## src/common/mfpm_pkg.sv

```systemverilog
// mfpm_pkg: function codes, bit positions and carriers of the multifunction pin map
package mfpm_pkg;
  localparam int CODE_W = 8;
  localparam int DIR_BIT = 7;
  localparam int WDOG_STROBE_CYCLES = 32;
  localparam logic [7:0] OUT_WDOG = 8'h83;
  localparam logic [7:0] OUT_L1_FR = 8'hD5, OUT_L1_HO = 8'hD6, OUT_L1_SW = 8'hD7, OUT_L1_HA = 8'hD8;
  localparam logic [7:0] OUT_L1_HU = 8'hD9, OUT_L1_CL = 8'hDA, OUT_L1_SL = 8'hDB, OUT_L1_SY = 8'hDC;
  localparam logic [7:0] OUT_L1_DM = 8'hDD;
  localparam logic [7:0] OUT_L2_PL = 8'hE0, OUT_L2_FL = 8'hE1, OUT_L2_AL = 8'hE2, OUT_L2_CB = 8'hE3;
  localparam logic [7:0] OUT_L2_AC = 8'hE4, OUT_L2_FR = 8'hE5, OUT_L2_HO = 8'hE6, OUT_L2_SW = 8'hE7;
  localparam logic [7:0] OUT_L2_HA = 8'hE8, OUT_L2_HU = 8'hE9, OUT_L2_CL = 8'hEA, OUT_L2_SL = 8'hEB;
  localparam logic [7:0] OUT_L2_SY = 8'hEC, OUT_L2_DM = 8'hED;
  localparam logic [7:0] OUT_L3_PL = 8'hF0, OUT_L3_FL = 8'hF1, OUT_L3_AL = 8'hF2, OUT_L3_CB = 8'hF3;
  localparam logic [7:0] OUT_L3_AC = 8'hF4, OUT_L3_FR = 8'hF5, OUT_L3_HO = 8'hF6, OUT_L3_SW = 8'hF7;
  localparam logic [7:0] OUT_L3_HA = 8'hF8, OUT_L3_HU = 8'hF9, OUT_L3_CL = 8'hFA, OUT_L3_SL = 8'hFB;
  localparam logic [7:0] OUT_L3_SY = 8'hFC, OUT_L3_DM = 8'hFD, OUT_RSVD = 8'hFE;
  localparam logic [7:0] IN_NONE = 8'h00, IN_IO_UPD = 8'h01, IN_FULL_PD = 8'h02, IN_WDOG_CLR = 8'h03;
  localparam logic [7:0] IN_SYNC_ALL = 8'h04, IN_IRQ_CLR0 = 8'h10, IN_IRQ_CLR5 = 8'h15;
  localparam logic [7:0] IN_FAULT_A = 8'h20, IN_FAULT_D = 8'h23, IN_TMO_A = 8'h28, IN_TMO_D = 8'h2B;
  localparam logic [7:0] IN_L0_PD = 8'h40, IN_L0_FR = 8'h41, IN_L0_HO = 8'h42, IN_L0_HR = 8'h43;
  localparam logic [7:0] IN_L0_INC = 8'h44, IN_L0_DEC = 8'h45, IN_L0_PRST = 8'h46, IN_A0_SYNC = 8'h48;
  localparam int BIT_FR = 0, BIT_HO = 1, BIT_SW = 2;
  localparam int BIT_HA = 0, BIT_CL = 1, BIT_SL = 2, BIT_DM13 = 3, BIT_DM2 = 4;
  localparam int BIT_PL = 1, BIT_FL = 2, BIT_AL = 3, BIT_CB = 4;
  localparam int BIT_HU = 4, BIT_ACT_L2 = 6, BIT_ACT_L3 = 7;

  typedef struct packed {
    logic [3:0][7:0] ref_status;
    logic [7:0] hist_evt_a;
    logic [7:0] hist_evt_b;
    logic [7:0] l1_mode;
    logic [7:0] l1_hist;
    logic [7:0] l2_lock;
    logic [7:0] l2_mode;
    logic [7:0] l2_hist;
    logic [7:0] l3_lock;
    logic [7:0] l3_mode;
    logic [7:0] l3_hist;
    logic [3:1] dist_sync;
    logic wdog_expire;
  } mfpm_status_t;

  typedef struct packed {
    logic io_update;
    logic full_power_down;
    logic wdog_clear;
    logic soft_sync_all;
    logic [5:0] irq_clear;
    logic [3:0] force_fault;
    logic [3:0] force_timeout;
    logic loop0_power_down;
    logic loop0_freerun;
    logic loop0_holdover;
    logic loop0_hist_reset;
    logic loop0_phase_inc;
    logic loop0_phase_dec;
    logic loop0_phase_reset;
    logic analog0_soft_sync;
  } mfpm_ctrl_t;

  localparam mfpm_ctrl_t CTRL_RESET = '0;
endpackage

```

## src/hw/mfpm_sync.sv

```systemverilog
// mfpm_sync: two-stage pin synchroniser with rising edge detect
`timescale 1ns/1ps
module mfpm_sync #(
  parameter int WIDTH = 4
) (
  input wire logic ref_clk_i,
  input wire logic reset_i,
  input wire logic [WIDTH-1:0] pin_i,
  output logic [WIDTH-1:0] rise_o
);
  typedef struct packed {
    logic [WIDTH-1:0] meta;
    logic [WIDTH-1:0] sync;
    logic [WIDTH-1:0] prev;
  } mfpm_sync_state_t;

  mfpm_sync_state_t state;
  mfpm_sync_state_t next_state;

  always_comb begin
    next_state.meta = pin_i;
    next_state.sync = state.meta;
    next_state.prev = state.sync;
  end

  always_ff @(posedge ref_clk_i) begin
    if (reset_i) begin
      state <= '0;
    end else begin
      state <= next_state;
    end
  end

  // edge only, so a held pin acts once
  assign rise_o = state.sync & ~state.prev;

  a_rise_single:
    assert property (@(posedge ref_clk_i) disable iff (reset_i)
      rise_o[0] |=> !rise_o[0])
    else $error("pin edge lasted more than one cycle");
endmodule

```

## src/hw/mfpm_strobe.sv

```systemverilog
// mfpm_strobe: stretches an expiry pulse into a fixed-length strobe
`timescale 1ns/1ps
module mfpm_strobe #(
  parameter int CYCLES = 32
) (
  input wire logic ref_clk_i,
  input wire logic reset_i,
  input wire logic trig_i,
  output logic level_o
);
  localparam int CW = $clog2(CYCLES + 1);

  typedef struct packed {
    logic [CW-1:0] cnt;
    logic level;
    logic [7:0] run;
  } mfpm_strobe_state_t;

  mfpm_strobe_state_t state;
  mfpm_strobe_state_t next_state;

  always_comb begin
    next_state = state;
    // a new expiry restarts the full length
    if (trig_i) begin
      next_state.cnt = CW'(CYCLES);
    end else if (state.cnt != '0) begin
      next_state.cnt = state.cnt - CW'(1);
    end
    next_state.level = (next_state.cnt != '0);
    // length seen so far, only read by the check below
    next_state.run = trig_i ? 8'h00 : (state.level ? state.run + 8'h01 : 8'h00);
  end

  always_ff @(posedge ref_clk_i) begin
    if (reset_i) begin
      state <= '0;
    end else begin
      state <= next_state;
    end
  end

  assign level_o = state.level;

  a_strobe_length:
    assert property (@(posedge ref_clk_i) disable iff (reset_i)
      $fell(level_o) |-> (state.run == 8'(CYCLES)))
    else $error("strobe length differs from its count");
endmodule

```

## src/hw/mfpm_top.sv

```systemverilog
// mfpm_top: multifunction pin code decode to status outputs and control pulses
// Contract
// - code bit 7 low selects an input function, high an output function.
// - codes D5-D7 drive loop 1 free-run, holdover, switchover flags.
// - code D9 drives loop 1 history-updated event, interrupt enable not needed.
// - codes D8, DA, DB, DD drive loop 1 history, clamp, slew, demap clamp.
// - codes DC, EC, FC drive loop 1, 2, 3 distribution sync pulse directly.
// - codes E0-E3 drive loop 2 phase, frequency, analog lock and calibration busy.
// - code E4 drives OR of reference status bit 6, loop 2 active.
// - codes E5-E7 drive loop 2 free-run, holdover, switchover flags.
// - codes E8, EA, EB, ED drive loop 2 history, clamp, slew, demap clamp.
// - codes F0-F3 drive loop 3 phase, frequency, analog lock and calibration busy.
// - code F4 drives OR of reference status bit 7, loop 3 active.
// - codes F5-F7 and F8, FA, FB, FD drive loop 3 mode and history flags.
// - input code 01 makes the pin a register update strobe; 00 does nothing.
// - input code 03 makes the pin clear the watchdog timer.
// - input codes 28-2B force validation timeout on references a to d.
// - input codes 41 and 42 force loop 0 user free-run and holdover.
// - input code 43 resets the loop 0 tuning word history.
// - input codes 44-46 increment, decrement or reset the loop 0 phase offset.
// - output code 83 gives a strobe that ends 32 cycles after the latest watchdog expiry.
`timescale 1ns/1ps
module mfpm_top #(
  parameter int N = 4
) (
  input wire logic ref_clk_i,
  input wire logic reset_i,
  input wire logic [N-1:0][mfpm_pkg::CODE_W-1:0] pin_code_i,
  input wire logic [N-1:0] pin_i,
  input wire mfpm_pkg::mfpm_status_t status_i,
  output logic [N-1:0] pin_o,
  output logic [N-1:0] pin_oe_o,
  output mfpm_pkg::mfpm_ctrl_t ctrl_o
);
  import mfpm_pkg::*;

  typedef struct packed {
    logic [N-1:0] pin_out;
    logic [N-1:0] pin_oe;
    mfpm_ctrl_t ctrl;
  } mfpm_state_t;

  mfpm_state_t state;
  mfpm_state_t next_state;
  logic [N-1:0] rise;
  logic wdog_level;

  function automatic logic is_output(input logic [CODE_W-1:0] code);
    return code[DIR_BIT];
  endfunction

  function automatic logic ref_any(input mfpm_status_t st, input int b);
    logic r;
    r = 1'b0;
    for (int i = 0; i < 4; i++) begin
      r = r | st.ref_status[i][b];
    end
    return r;
  endfunction

  function automatic logic out_sel(
    input logic [CODE_W-1:0] code,
    input mfpm_status_t st,
    input logic wdog
  );
    logic r;
    r = 1'b0;
    case (code)
      OUT_WDOG: r = wdog;
      OUT_L1_FR: r = st.l1_mode[BIT_FR];
      OUT_L1_HO: r = st.l1_mode[BIT_HO];
      OUT_L1_SW: r = st.l1_mode[BIT_SW];
      OUT_L1_HA: r = st.l1_hist[BIT_HA];
      OUT_L1_HU: r = st.hist_evt_b[BIT_HU];
      OUT_L1_CL: r = st.l1_hist[BIT_CL];
      OUT_L1_SL: r = st.l1_hist[BIT_SL];
      OUT_L1_SY: r = st.dist_sync[1];
      OUT_L1_DM: r = st.l1_hist[BIT_DM13];
      OUT_L2_PL: r = st.l2_lock[BIT_PL];
      OUT_L2_FL: r = st.l2_lock[BIT_FL];
      OUT_L2_AL: r = st.l2_lock[BIT_AL];
      OUT_L2_CB: r = st.l2_lock[BIT_CB];
      OUT_L2_AC: r = ref_any(st, BIT_ACT_L2);
      OUT_L2_FR: r = st.l2_mode[BIT_FR];
      OUT_L2_HO: r = st.l2_mode[BIT_HO];
      OUT_L2_SW: r = st.l2_mode[BIT_SW];
      OUT_L2_HA: r = st.l2_hist[BIT_HA];
      OUT_L2_HU: r = st.hist_evt_a[BIT_HU];
      OUT_L2_CL: r = st.l2_hist[BIT_CL];
      OUT_L2_SL: r = st.l2_hist[BIT_SL];
      OUT_L2_SY: r = st.dist_sync[2];
      OUT_L2_DM: r = st.l2_hist[BIT_DM2];
      OUT_L3_PL: r = st.l3_lock[BIT_PL];
      OUT_L3_FL: r = st.l3_lock[BIT_FL];
      OUT_L3_AL: r = st.l3_lock[BIT_AL];
      OUT_L3_CB: r = st.l3_lock[BIT_CB];
      OUT_L3_AC: r = ref_any(st, BIT_ACT_L3);
      OUT_L3_FR: r = st.l3_mode[BIT_FR];
      OUT_L3_HO: r = st.l3_mode[BIT_HO];
      OUT_L3_SW: r = st.l3_mode[BIT_SW];
      OUT_L3_HA: r = st.l3_hist[BIT_HA];
      OUT_L3_HU: r = st.hist_evt_b[BIT_HU];
      OUT_L3_CL: r = st.l3_hist[BIT_CL];
      OUT_L3_SL: r = st.l3_hist[BIT_SL];
      OUT_L3_SY: r = st.dist_sync[3];
      OUT_L3_DM: r = st.l3_hist[BIT_DM13];
      // codes owned by other blocks and reserved ones stay low
      default: r = 1'b0;
    endcase
    return r;
  endfunction

  function automatic mfpm_ctrl_t in_map(input logic [CODE_W-1:0] code);
    mfpm_ctrl_t c;
    logic [CODE_W-1:0] off;
    c = CTRL_RESET;
    off = '0;
    if (!is_output(code)) begin
      case (code)
        IN_NONE: c = CTRL_RESET;
        IN_IO_UPD: c.io_update = 1'b1;
        IN_FULL_PD: c.full_power_down = 1'b1;
        IN_WDOG_CLR: c.wdog_clear = 1'b1;
        IN_SYNC_ALL: c.soft_sync_all = 1'b1;
        IN_L0_PD: c.loop0_power_down = 1'b1;
        IN_L0_FR: c.loop0_freerun = 1'b1;
        IN_L0_HO: c.loop0_holdover = 1'b1;
        IN_L0_HR: c.loop0_hist_reset = 1'b1;
        IN_L0_INC: c.loop0_phase_inc = 1'b1;
        IN_L0_DEC: c.loop0_phase_dec = 1'b1;
        IN_L0_PRST: c.loop0_phase_reset = 1'b1;
        IN_A0_SYNC: c.analog0_soft_sync = 1'b1;
        default: begin
          if (code >= IN_IRQ_CLR0 && code <= IN_IRQ_CLR5) begin
            off = code - IN_IRQ_CLR0;
            c.irq_clear[off[2:0]] = 1'b1;
          end else if (code >= IN_FAULT_A && code <= IN_FAULT_D) begin
            off = code - IN_FAULT_A;
            c.force_fault[2'(3 - off[1:0])] = 1'b1;
          end else if (code >= IN_TMO_A && code <= IN_TMO_D) begin
            // reference a lands on the highest bit
            off = code - IN_TMO_A;
            c.force_timeout[2'(3 - off[1:0])] = 1'b1;
          end
          // any other input code is ignored
        end
      endcase
    end
    return c;
  endfunction

  mfpm_sync #(
    .WIDTH(N)
  ) u_sync (
    .ref_clk_i(ref_clk_i),
    .reset_i(reset_i),
    .pin_i(pin_i),
    .rise_o(rise)
  );

  mfpm_strobe #(
    .CYCLES(WDOG_STROBE_CYCLES)
  ) u_wdog (
    .ref_clk_i(ref_clk_i),
    .reset_i(reset_i),
    .trig_i(status_i.wdog_expire),
    .level_o(wdog_level)
  );

  always_comb begin
    next_state = state;
    next_state.ctrl = CTRL_RESET;
    for (int p = 0; p < N; p++) begin
      next_state.pin_oe[p] = is_output(pin_code_i[p]);
      next_state.pin_out[p] = is_output(pin_code_i[p]) && out_sel(pin_code_i[p], status_i, wdog_level);
      // several pins on one code merge into one pulse
      if (rise[p]) begin
        next_state.ctrl = mfpm_ctrl_t'(next_state.ctrl | in_map(pin_code_i[p]));
      end
    end
  end

  always_ff @(posedge ref_clk_i) begin
    if (reset_i) begin
      state <= '0;
    end else begin
      state <= next_state;
    end
  end

  assign pin_o = state.pin_out;
  assign pin_oe_o = state.pin_oe;
  assign ctrl_o = state.ctrl;

  a_oe_dir_sel:
    assert property (@(posedge ref_clk_i) disable iff (reset_i)
      1'b1 |=> (pin_oe_o[0] == $past(pin_code_i[0][DIR_BIT])))
    else $error("pin enable does not follow direction bit");

  a_l1_mode:
    assert property (@(posedge ref_clk_i) disable iff (reset_i)
      (pin_code_i[0] == OUT_L1_HO) |=> (pin_o[0] == $past(status_i.l1_mode[BIT_HO])))
    else $error("loop 1 holdover not mirrored");

  a_l1_hist_upd:
    assert property (@(posedge ref_clk_i) disable iff (reset_i)
      (pin_code_i[0] == OUT_L1_HU) |=> (pin_o[0] == $past(status_i.hist_evt_b[BIT_HU])))
    else $error("loop 1 history update not mirrored");

  a_l1_demap:
    assert property (@(posedge ref_clk_i) disable iff (reset_i)
      (pin_code_i[0] == OUT_L1_DM) |=> (pin_o[0] == $past(status_i.l1_hist[BIT_DM13])))
    else $error("loop 1 demap clamp not mirrored");

  a_dist_sync:
    assert property (@(posedge ref_clk_i) disable iff (reset_i)
      (pin_code_i[0] == OUT_L3_SY) ##1 (pin_code_i[0] == OUT_L3_SY)
        |-> (pin_o[0] == $past(status_i.dist_sync[3])) ##1 (pin_o[0] == $past(status_i.dist_sync[3])))
    else $error("loop 3 sync pulse not passed through");

  a_l2_cal:
    assert property (@(posedge ref_clk_i) disable iff (reset_i)
      (pin_code_i[0] == OUT_L2_CB) |=> (pin_o[0] == $past(status_i.l2_lock[BIT_CB])))
    else $error("loop 2 calibration busy not mirrored");

  a_l2_active:
    assert property (@(posedge ref_clk_i) disable iff (reset_i)
      (pin_code_i[0] == OUT_L2_AC && status_i.ref_status[3][BIT_ACT_L2]) |=> pin_o[0])
    else $error("loop 2 active missed reference d");

  a_l2_switch:
    assert property (@(posedge ref_clk_i) disable iff (reset_i)
      (pin_code_i[0] == OUT_L2_SW) |=> (pin_o[0] == $past(status_i.l2_mode[BIT_SW])))
    else $error("loop 2 switchover not mirrored");

  a_l2_demap:
    assert property (@(posedge ref_clk_i) disable iff (reset_i)
      (pin_code_i[0] == OUT_L2_DM) |=> (pin_o[0] == $past(status_i.l2_hist[BIT_DM2])))
    else $error("loop 2 demap clamp not mirrored");

  a_l3_lock:
    assert property (@(posedge ref_clk_i) disable iff (reset_i)
      (pin_code_i[0] == OUT_L3_PL) |=> (pin_o[0] == $past(status_i.l3_lock[BIT_PL])))
    else $error("loop 3 phase lock not mirrored");

  a_l3_active:
    assert property (@(posedge ref_clk_i) disable iff (reset_i)
      (pin_code_i[0] == OUT_L3_AC && status_i.ref_status[3:0] == '0) |=> !pin_o[0])
    else $error("loop 3 active without any reference");

  a_l3_flags:
    assert property (@(posedge ref_clk_i) disable iff (reset_i)
      (pin_code_i[0] == OUT_L3_SL) |=> (pin_o[0] == $past(status_i.l3_hist[BIT_SL])))
    else $error("loop 3 slew limit not mirrored");

  a_io_update:
    assert property (@(posedge ref_clk_i) disable iff (reset_i)
      !pin_i[0] ##1 (pin_i[0] && pin_code_i[0] == IN_IO_UPD)
        ##1 (pin_code_i[0] == IN_IO_UPD) [*2] |=> ctrl_o.io_update)
    else $error("pin edge did not strobe register update");

  a_wdog_clear:
    assert property (@(posedge ref_clk_i) disable iff (reset_i)
      (rise[0] && pin_code_i[0] == IN_WDOG_CLR) |=> ctrl_o.wdog_clear)
    else $error("watchdog clear pulse missing");

  a_tmo_ref_a:
    assert property (@(posedge ref_clk_i) disable iff (reset_i)
      (rise[0] && pin_code_i[0] == IN_TMO_A) |=> ctrl_o.force_timeout[3])
    else $error("reference a timeout on wrong bit");

  a_l0_holdover:
    assert property (@(posedge ref_clk_i) disable iff (reset_i)
      (rise[0] && pin_code_i[0] == IN_L0_HO) |=> (ctrl_o.loop0_holdover && !$past(ctrl_o.loop0_holdover)))
    else $error("loop 0 holdover pulse missing");

  a_l0_phase:
    assert property (@(posedge ref_clk_i) disable iff (reset_i)
      (rise[0] && pin_code_i[0] == IN_L0_DEC) |=> ctrl_o.loop0_phase_dec)
    else $error("loop 0 phase decrement missing");

  a_quiet_reserved:
    assert property (@(posedge ref_clk_i) disable iff (reset_i)
      (pin_code_i[0] == OUT_RSVD) |=> !pin_o[0])
    else $error("reserved code drove a pin");

  a_ctrl_from_edge:
    assert property (@(posedge ref_clk_i) disable iff (reset_i)
      (rise == '0) |=> (ctrl_o == CTRL_RESET))
    else $error("control pulse without a pin edge");
endmodule

```

## config.mk

```make
export PLATFORM = sky130hd
export DESIGN_NAME = mfpm_top
export DESIGN_NICKNAME = d
export VERILOG_FILES = /design/src/common/mfpm_pkg.sv /design/src/hw/mfpm_sync.sv /design/src/hw/mfpm_strobe.sv /design/src/hw/mfpm_top.sv
export SDC_FILE = /design/constraint.sdc
export NUM_CORES = 1
export LEC_CHECK = 0
export ABC_CLOCK_PERIOD_IN_PS = 2600
export CAP_MARGIN = 20
export CORE_MARGIN = 10
export CORE_UTILIZATION = 30
export CTS_BUF_LIST = sky130_fd_sc_hd__clkbuf_16
export DETAILED_ROUTE_END_ITERATION = 8
export DONT_BUFFER_PORTS = 1
export GPL_TIMING_DRIVEN = 1
export SYNTH_ARGS = -nofsm -noshare
export SYNTH_HDL_FRONTEND = slang
export SYNTH_SLANG_ARGS = --single-unit
```

## constraint.sdc

```tcl
create_clock -name ref_clk_i -period 2.6 [get_ports ref_clk_i]
set_input_delay 0.13 -clock ref_clk_i [delete_from_list [all_inputs] [get_ports ref_clk_i]]
set_output_delay 0.13 -clock ref_clk_i [all_outputs]
set_load 0.005 [all_outputs]
```

==> Word level (Yosys, flattened, before mapping) <==
Index checks and enable logic that the tools add are counted.
{ "word_totals": {"regBits": 53, "inputBits": 154, "elab_cells": 457, "out_inout_bits": 34} }
{ "classes": {"reduce_logical": 42, "magnitude_cmp": 48, "bitwise_logic": 11, "n_eq_ne": 200, "n_mux": 113, "add_sub_neg": 21} }
{ "op_table": {"columns": ["op", "n"], "rows": [
  ["== test 8 bit, second input constant", 152],
  ["2-to-1 mux 26 bit", 11],
  ["== test 8 x 7 -> 1 bit, second input constant", 32],
  ["case mux 1 bit (37 select lines)", 4],
  ["OR 26 bit", 3],
  ["== test 8 x 2 -> 1 bit, second input constant", 8],
  [">= comparator 8 x 6 -> 1 bit, second input constant", 8],
  ["less-or-equal comparator 8 x 6 -> 1 bit, second input constant", 8],
  ["2-to-1 mux 1 bit", 60],
  ["2-to-1 mux 14 bit", 4],
  ["OR reduction 13 bit", 4],
  ["2-to-1 mux 4 bit", 12],
  ["2-to-1 mux 6 bit", 6],
  ["== test 8 x 1 -> 1 bit, second input constant", 4],
  ["== test 8 x 3 -> 1 bit, second input constant", 4],
  [">= comparator 8 x 5 -> 1 bit, second input constant", 4],
  ["less-or-equal comparator 8 x 5 -> 1 bit, second input constant", 4],
  ["logical NOT 8 bit", 4],
  ["2-to-1 mux 8 bit", 4],
  ["logical AND 1 bit", 28],
  ["< comparator 2 x 3 -> 1 bit, second input constant", 8],
  ["demux 1 bit (select 2 bit)", 8],
  [">= comparator 2 x 1 -> 1 bit, second input constant", 8],
  ["< comparator 3 x 4 -> 1 bit, second input constant", 4],
  ["other kinds (11)", 43]
]} }

==> Longest topological paths before layout <==
{ "depth": {"depth_word": 18, "ltp_mapped": 8, "mapped_depth_nobuf": 6} }

==> Hierarchy <==
Synthesis repeated with hierarchy kept, for this count alone.
{ "unflattened": {"cells_unflattened": 665, "area_unflattened_um2": 4843.4} }
{ "by_module_without_submodules": {"columns": ["module", "cells_each", "area_each_um2", "n_inst", "seq_area_each_um2"], "rows": [
  ["mfpm_top", 597, 4098.9, 1, 680.7],
  ["mfpm_sync", 29, 391.6, 1, 240.2],
  ["mfpm_strobe", 39, 352.8, 1, 140.1]
]} }

==> Worst setup path after synthesis <==
Ideal clock, no wire load.
{ "synth_path": {"kind": "reg-to-reg", "start": "register u_wdog.state[13] (netlist bit)", "end": "register u_wdog.state, in the netlist u_wdog.level_o", "setup_ns": 0.134, "arrival_time_ns": 1.427, "t_required_ns": 2.466, "path_slack_ns": 1.039, "n_path_buf": 0, "synth_period_minus_slack_ns": 1.561, "path_stages_with_launch": 7, "path_cell_list": "dfxtp_1 nor3_2 nand3_1 xnor2_1 a21oi_1 nor2_1 or4_1"} }
{ "synth_between": {"elab_chain_cells": 4, "elab_cells_between_ends": 5, "cone_classes": "add/sub (1); mux (2); reduce/logical (2)"} }
{ "synth_rtl": {"columns": ["item", "line_no", "text"], "rows": [
  ["start, declared", "mfpm_strobe.sv:19", "mfpm_strobe_state_t state;"],
  ["start signal, assigned", "mfpm_strobe.sv:39", "state <= next_state;"],
  ["subtractor 6 x 1 -> 6 bit / nonzero test 6 bit (equally long branches)", "mfpm_strobe.sv:28, mfpm_strobe.sv:27", null],
  ["2-to-1 mux 6 bit (*)", "mfpm_strobe.sv:27", "end else if (state.cnt != '0) begin"],
  ["2-to-1 mux 6 bit (*)", "mfpm_strobe.sv:25", "if (trig_i) begin"],
  ["nonzero test 6 bit (*)", "mfpm_strobe.sv:30", "next_state.level = (next_state.cnt != '0);"]
]} }
Every way passes the cells marked *; elsewhere a longest branch is shown, timed or not.
A chain may end at the register's enable or synchronous reset.

==> Worst setup path in the final report <==
{ "layout_path": {"start": "register u_sync.state, in the netlist u_sync.next_state[3]", "end": "register state, in the netlist ctrl_o[20]"} }
{ "layout_between": {"elab_chain_cells": 2} }
{ "layout_rtl": {"columns": ["item", "line_no", "text"], "rows": [
  ["start, declared", "mfpm_sync.sv:17", "mfpm_sync_state_t state;"],
  ["start signal, assigned", "mfpm_sync.sv:30", "state <= next_state;"],
  ["bitwise AND 4 bit", "mfpm_sync.sv:35", "assign rise_o = state.sync & ~state.prev;"],
  ["2-to-1 mux 26 bit", "mfpm_top.sv:177", "if (rise[p]) begin"],
  ["end signal, assigned", "mfpm_top.sv:187", "state <= next_state;"],
  ["end, declared", "mfpm_top.sv:43", "mfpm_state_t state;"]
]} }
No other way between the ends.

==> reports/qor.csv <==
stage,metric,value,unit
min_path,Tightest Hold Check Type,in2reg,
yosys,Cells after Synth,655,
drt,Metal-1 WL,7980,um
drt,DRC Markers,0,
timing,setup violators final,0,
layout,share of layout cells above drive strength 1,0.0929,
yosys,Synth cell types,80,
yosys,synth top area cells,"dfxtp_1 22%, nand2_1 4.7%, nor2b_1 4.7%",
setup_path,Critical Path RT,2790,ps
timing,Peak Freq,507,MHz
pwr,Cell Pwr Density,411,nW/um2
setup_path,CP max FO,4,
floorplan,Initial Utilization,0.308,
grt,grt total ovfl,0,
setup_path,kind of start point of the critical path,register,
place,DP HPWL,15700,um
setup_path,Worst EP arrival,2160,ps
setup_path,crit end category,register,
flow_run,max-cap violations,0,
drt,DRT iter0 DRCs,794,
timing,worst setup margin,627,ps
yosys,Synth top area share,0.215,
timing,Final Cycle Share,0.759,
drt,DR top layer,met4,
place,number of port buffers,0,
floorplan,die area,22000,um2
grt,vias in the first global route,4975,
grt,Total GRT Usage,0.183,
floorplan,io pins,188,
clock_network,clock buffer depth,2,
drt,total number of vias,5445,
grt,largest net degree at the start of global routing,44,
layout,synth-to-layout area growth,5.71,%
yosys,"Seq/Total Area, Yosys",0.215,
clock_network,number of H-tree levels,2,
drt,DR pass1 iterations,7,
timing,Slew headroom,0.443,
grt,initial antenna violation count,0,
yosys,most used flip-flop cell after synthesis,dfxtp_1,
pwr,peak supply drop,0.000422,V
layout,Inserted Diodes,0,
pwr,Leak Pwr,1.63,nW
yosys,largest area contributor in the netlist,dfxtp_1,
drt,routed wire length,21000,um
clock_network,TritonCTS clock tree,done,
drt,met3 routed WL,3020,um
clock_network,Worst-Skew Late Latency,300,ps
drt,drt wl/cell,25.0,um
yosys,synthesized flop and latch total,53,
clock_network,root buffer cell,clkbuf_16,
clock_network,CTS Buf Count,5,
layout,fin cells,840,
timing,setup_tns,0,ps
yosys,Avg Inst Size Synth,7.53,um2
floorplan,die width,148,um
yosys,Post-Syn Area,4930,um2
drt,number of nets still failing antenna checks after routing,0,
grt,global-route wire length before repair,31600,um
layout,Final nets,779,
drt,DR vias/cell,6.48,
place,GP Congestion,0.945,
place,Placement Cell Area,4960,um2
timing,min Tclk post-route,1970,ps
yosys,Post-Syn Nets,811,
clock_network,clock sink count,53,
yosys,Post-synth EDFFs,0,
timing,RSZ-0062 raised after global routing,no,
place,DP Cell Count,823,
timing,Final Skew,2.95,ps
timing,final max-slew violation count,0,
setup_path,critical path type,reg2reg,
drt,WL met2,9310,um
floorplan,DIE HEIGHT,148,um
yosys,Synth async-reset ratio,0,
timing,worst-margin pin slew,834,ps
status,run status,completed,
floorplan,row cnt,46,
place,dpl ws,682,ps
layout,design area,5210,um2
timing,final hold vios,0,
clock_network,Worst-path clk slew,70,ps
floorplan,core footprint,16000,um2
yosys,YS warnings,0,
[repair_timing]
action | in CTS | in global routing
gates resized for setup | 0 | 0
buffers inserted | 0 | 0
hold buffers | 9 | 0
hold endpoints to repair | 45 | 0
[synthesized netlist by cell type (all sizes together) (4+ instances only)]
| cell | n |
|---|---|
| a32oi | 21 |
| nor2b | 37 |
| a22o | 7 |
| nand2b | 15 |
| nor4 | 11 |
| nor2 | 55 |
| a21oi | 35 |
| mux2i | 15 |
| mux2 | 12 |
| inv | 14 |
| nand4b | 4 |
| o21ai | 26 |
| nor3 | 23 |
| nand4 | 8 |
| and2b | 4 |
| o31ai | 4 |
| dfxtp | 53 |
| and3 | 13 |
| o2111ai | 5 |
| clkbuf | 14 |
| and4b | 4 |
| xnor2 | 4 |
| and2 | 10 |
| nor4b | 5 |
| nand2 | 62 |
| buf | 40 |
| a221oi | 8 |
| nand3 | 28 |
| a22oi | 22 |
| a31oi | 29 |
| nand3b | 10 |
[logic make-up after synthesis]
| kind of cell | share of synthesized area |
|---|---|
| AOI/OAI and AO/OA | 0.277 |
| xor gates and xnor gates | 0.0107 |
| adders and majority gates | 0.00507 |
| buffers and inverters | 0.0685 |
| DFF | 0.215 |
| muxes | 0.0716 |
| and+or+nand+nor | 0.352 |
[sequential cells by signal (all words and copies together) (netlist names)]
| register | cells |
|---|---|
| u_wdog.state | 6 |
| ctrl_o | 26 |
| pin_oe_o | 4 |
| u_wdog.level_o | 1 |
| u_sync.next_state | 8 |
| u_sync.state | 4 |
| pin_o | 4 |
[placed cells by master (no fill, tap or decap), drive strengths merged, types with 4 or more instances in the layout]
master / count
nand2: 62
nor2: 55
dfxtp: 53
nor2b: 37
a21oi: 35
a31oi: 29
nand3: 28
o21ai: 26
nor3: 23
a22oi: 22
a32oi: 21
nand2b: 15
mux2i: 15
inv: 15
and3: 13
mux2: 12
nor4: 11
and2: 10
nand3b: 10
nand4: 8
dlygate4sd3: 8
a221oi: 8
a22o: 7
buf: 7
o2111ai: 5
clkbuf: 5
nor4b: 5
xnor2: 4
nand4b: 4
and4b: 4
o31ai: 4
and2b: 4
[metrics by stage]
stage / hold slack [ps] / utilization / total power [mW]
floorplan: 202 / - / 1.42
global placement: 208 / 0.310 / 1.44
detailed placement: 209 / 0.310 / 1.44
CTS: 12.8 / 0.326 / 2.17
global route: 20.0 / 0.326 / 2.26
finish: 14.1 / 0.326 / 2.14
[routing by layer]
metal / up-vias / track usage
met5: - / 0
met3: 59 / 0.0628
met2: 421 / 0.284
met1: 2541 / 0.233
li1: 2424 / -
met4: 0 / 0.0550
[path summary, 6_finish.rpt]
path                            slack [ps]  depth (start not counted)                       startpoint                         endpoint
worst max-delay path                   630                          6  u_sync.next_state[3]$_SDFF_PP0_            ctrl_o[20]$_SDFF_PP0_
worst min register to register         450                          1  u_sync.next_state[6]$_SDFF_PP0_  u_sync.next_state[2]$_SDFF_PP0_
worst max register to register         630                          6  u_sync.next_state[3]$_SDFF_PP0_            ctrl_o[20]$_SDFF_PP0_
worst min-delay path                    10                          2                    pin_code_i[9]            ctrl_o[19]$_SDFF_PP0_
[area by class of cell]
class	instances	area [um2]
Sequential cell	53	1060
Multi-Input combinational cell	534	3530
Fill cell	1758	10800
Timing Repair Buffer	15	145
Tap cell	216	270
Clock buffer	5	125
Inverter	14	52.6
Clock inverter	3	26.3
[report_power, final]
| group | switching, mW | total (mW) | internal, mW |
|---|---|---|---|
| Combinational | 0.296 | 0.554 | 0.258 |
| Clock | 0.319 | 0.683 | 0.364 |
| Sequential | 0.0500 | 0.908 | 0.858 |
[critical path, cell delays in order (launching register included)]
cell,delay [ps]
dfxtp_1,350
nor3b_2,360
nand2b_1,170
or4_4,560
nor2_1,100
a21oi_1,40
a21oi_1,280
Power figures use the tool's default switching activity.
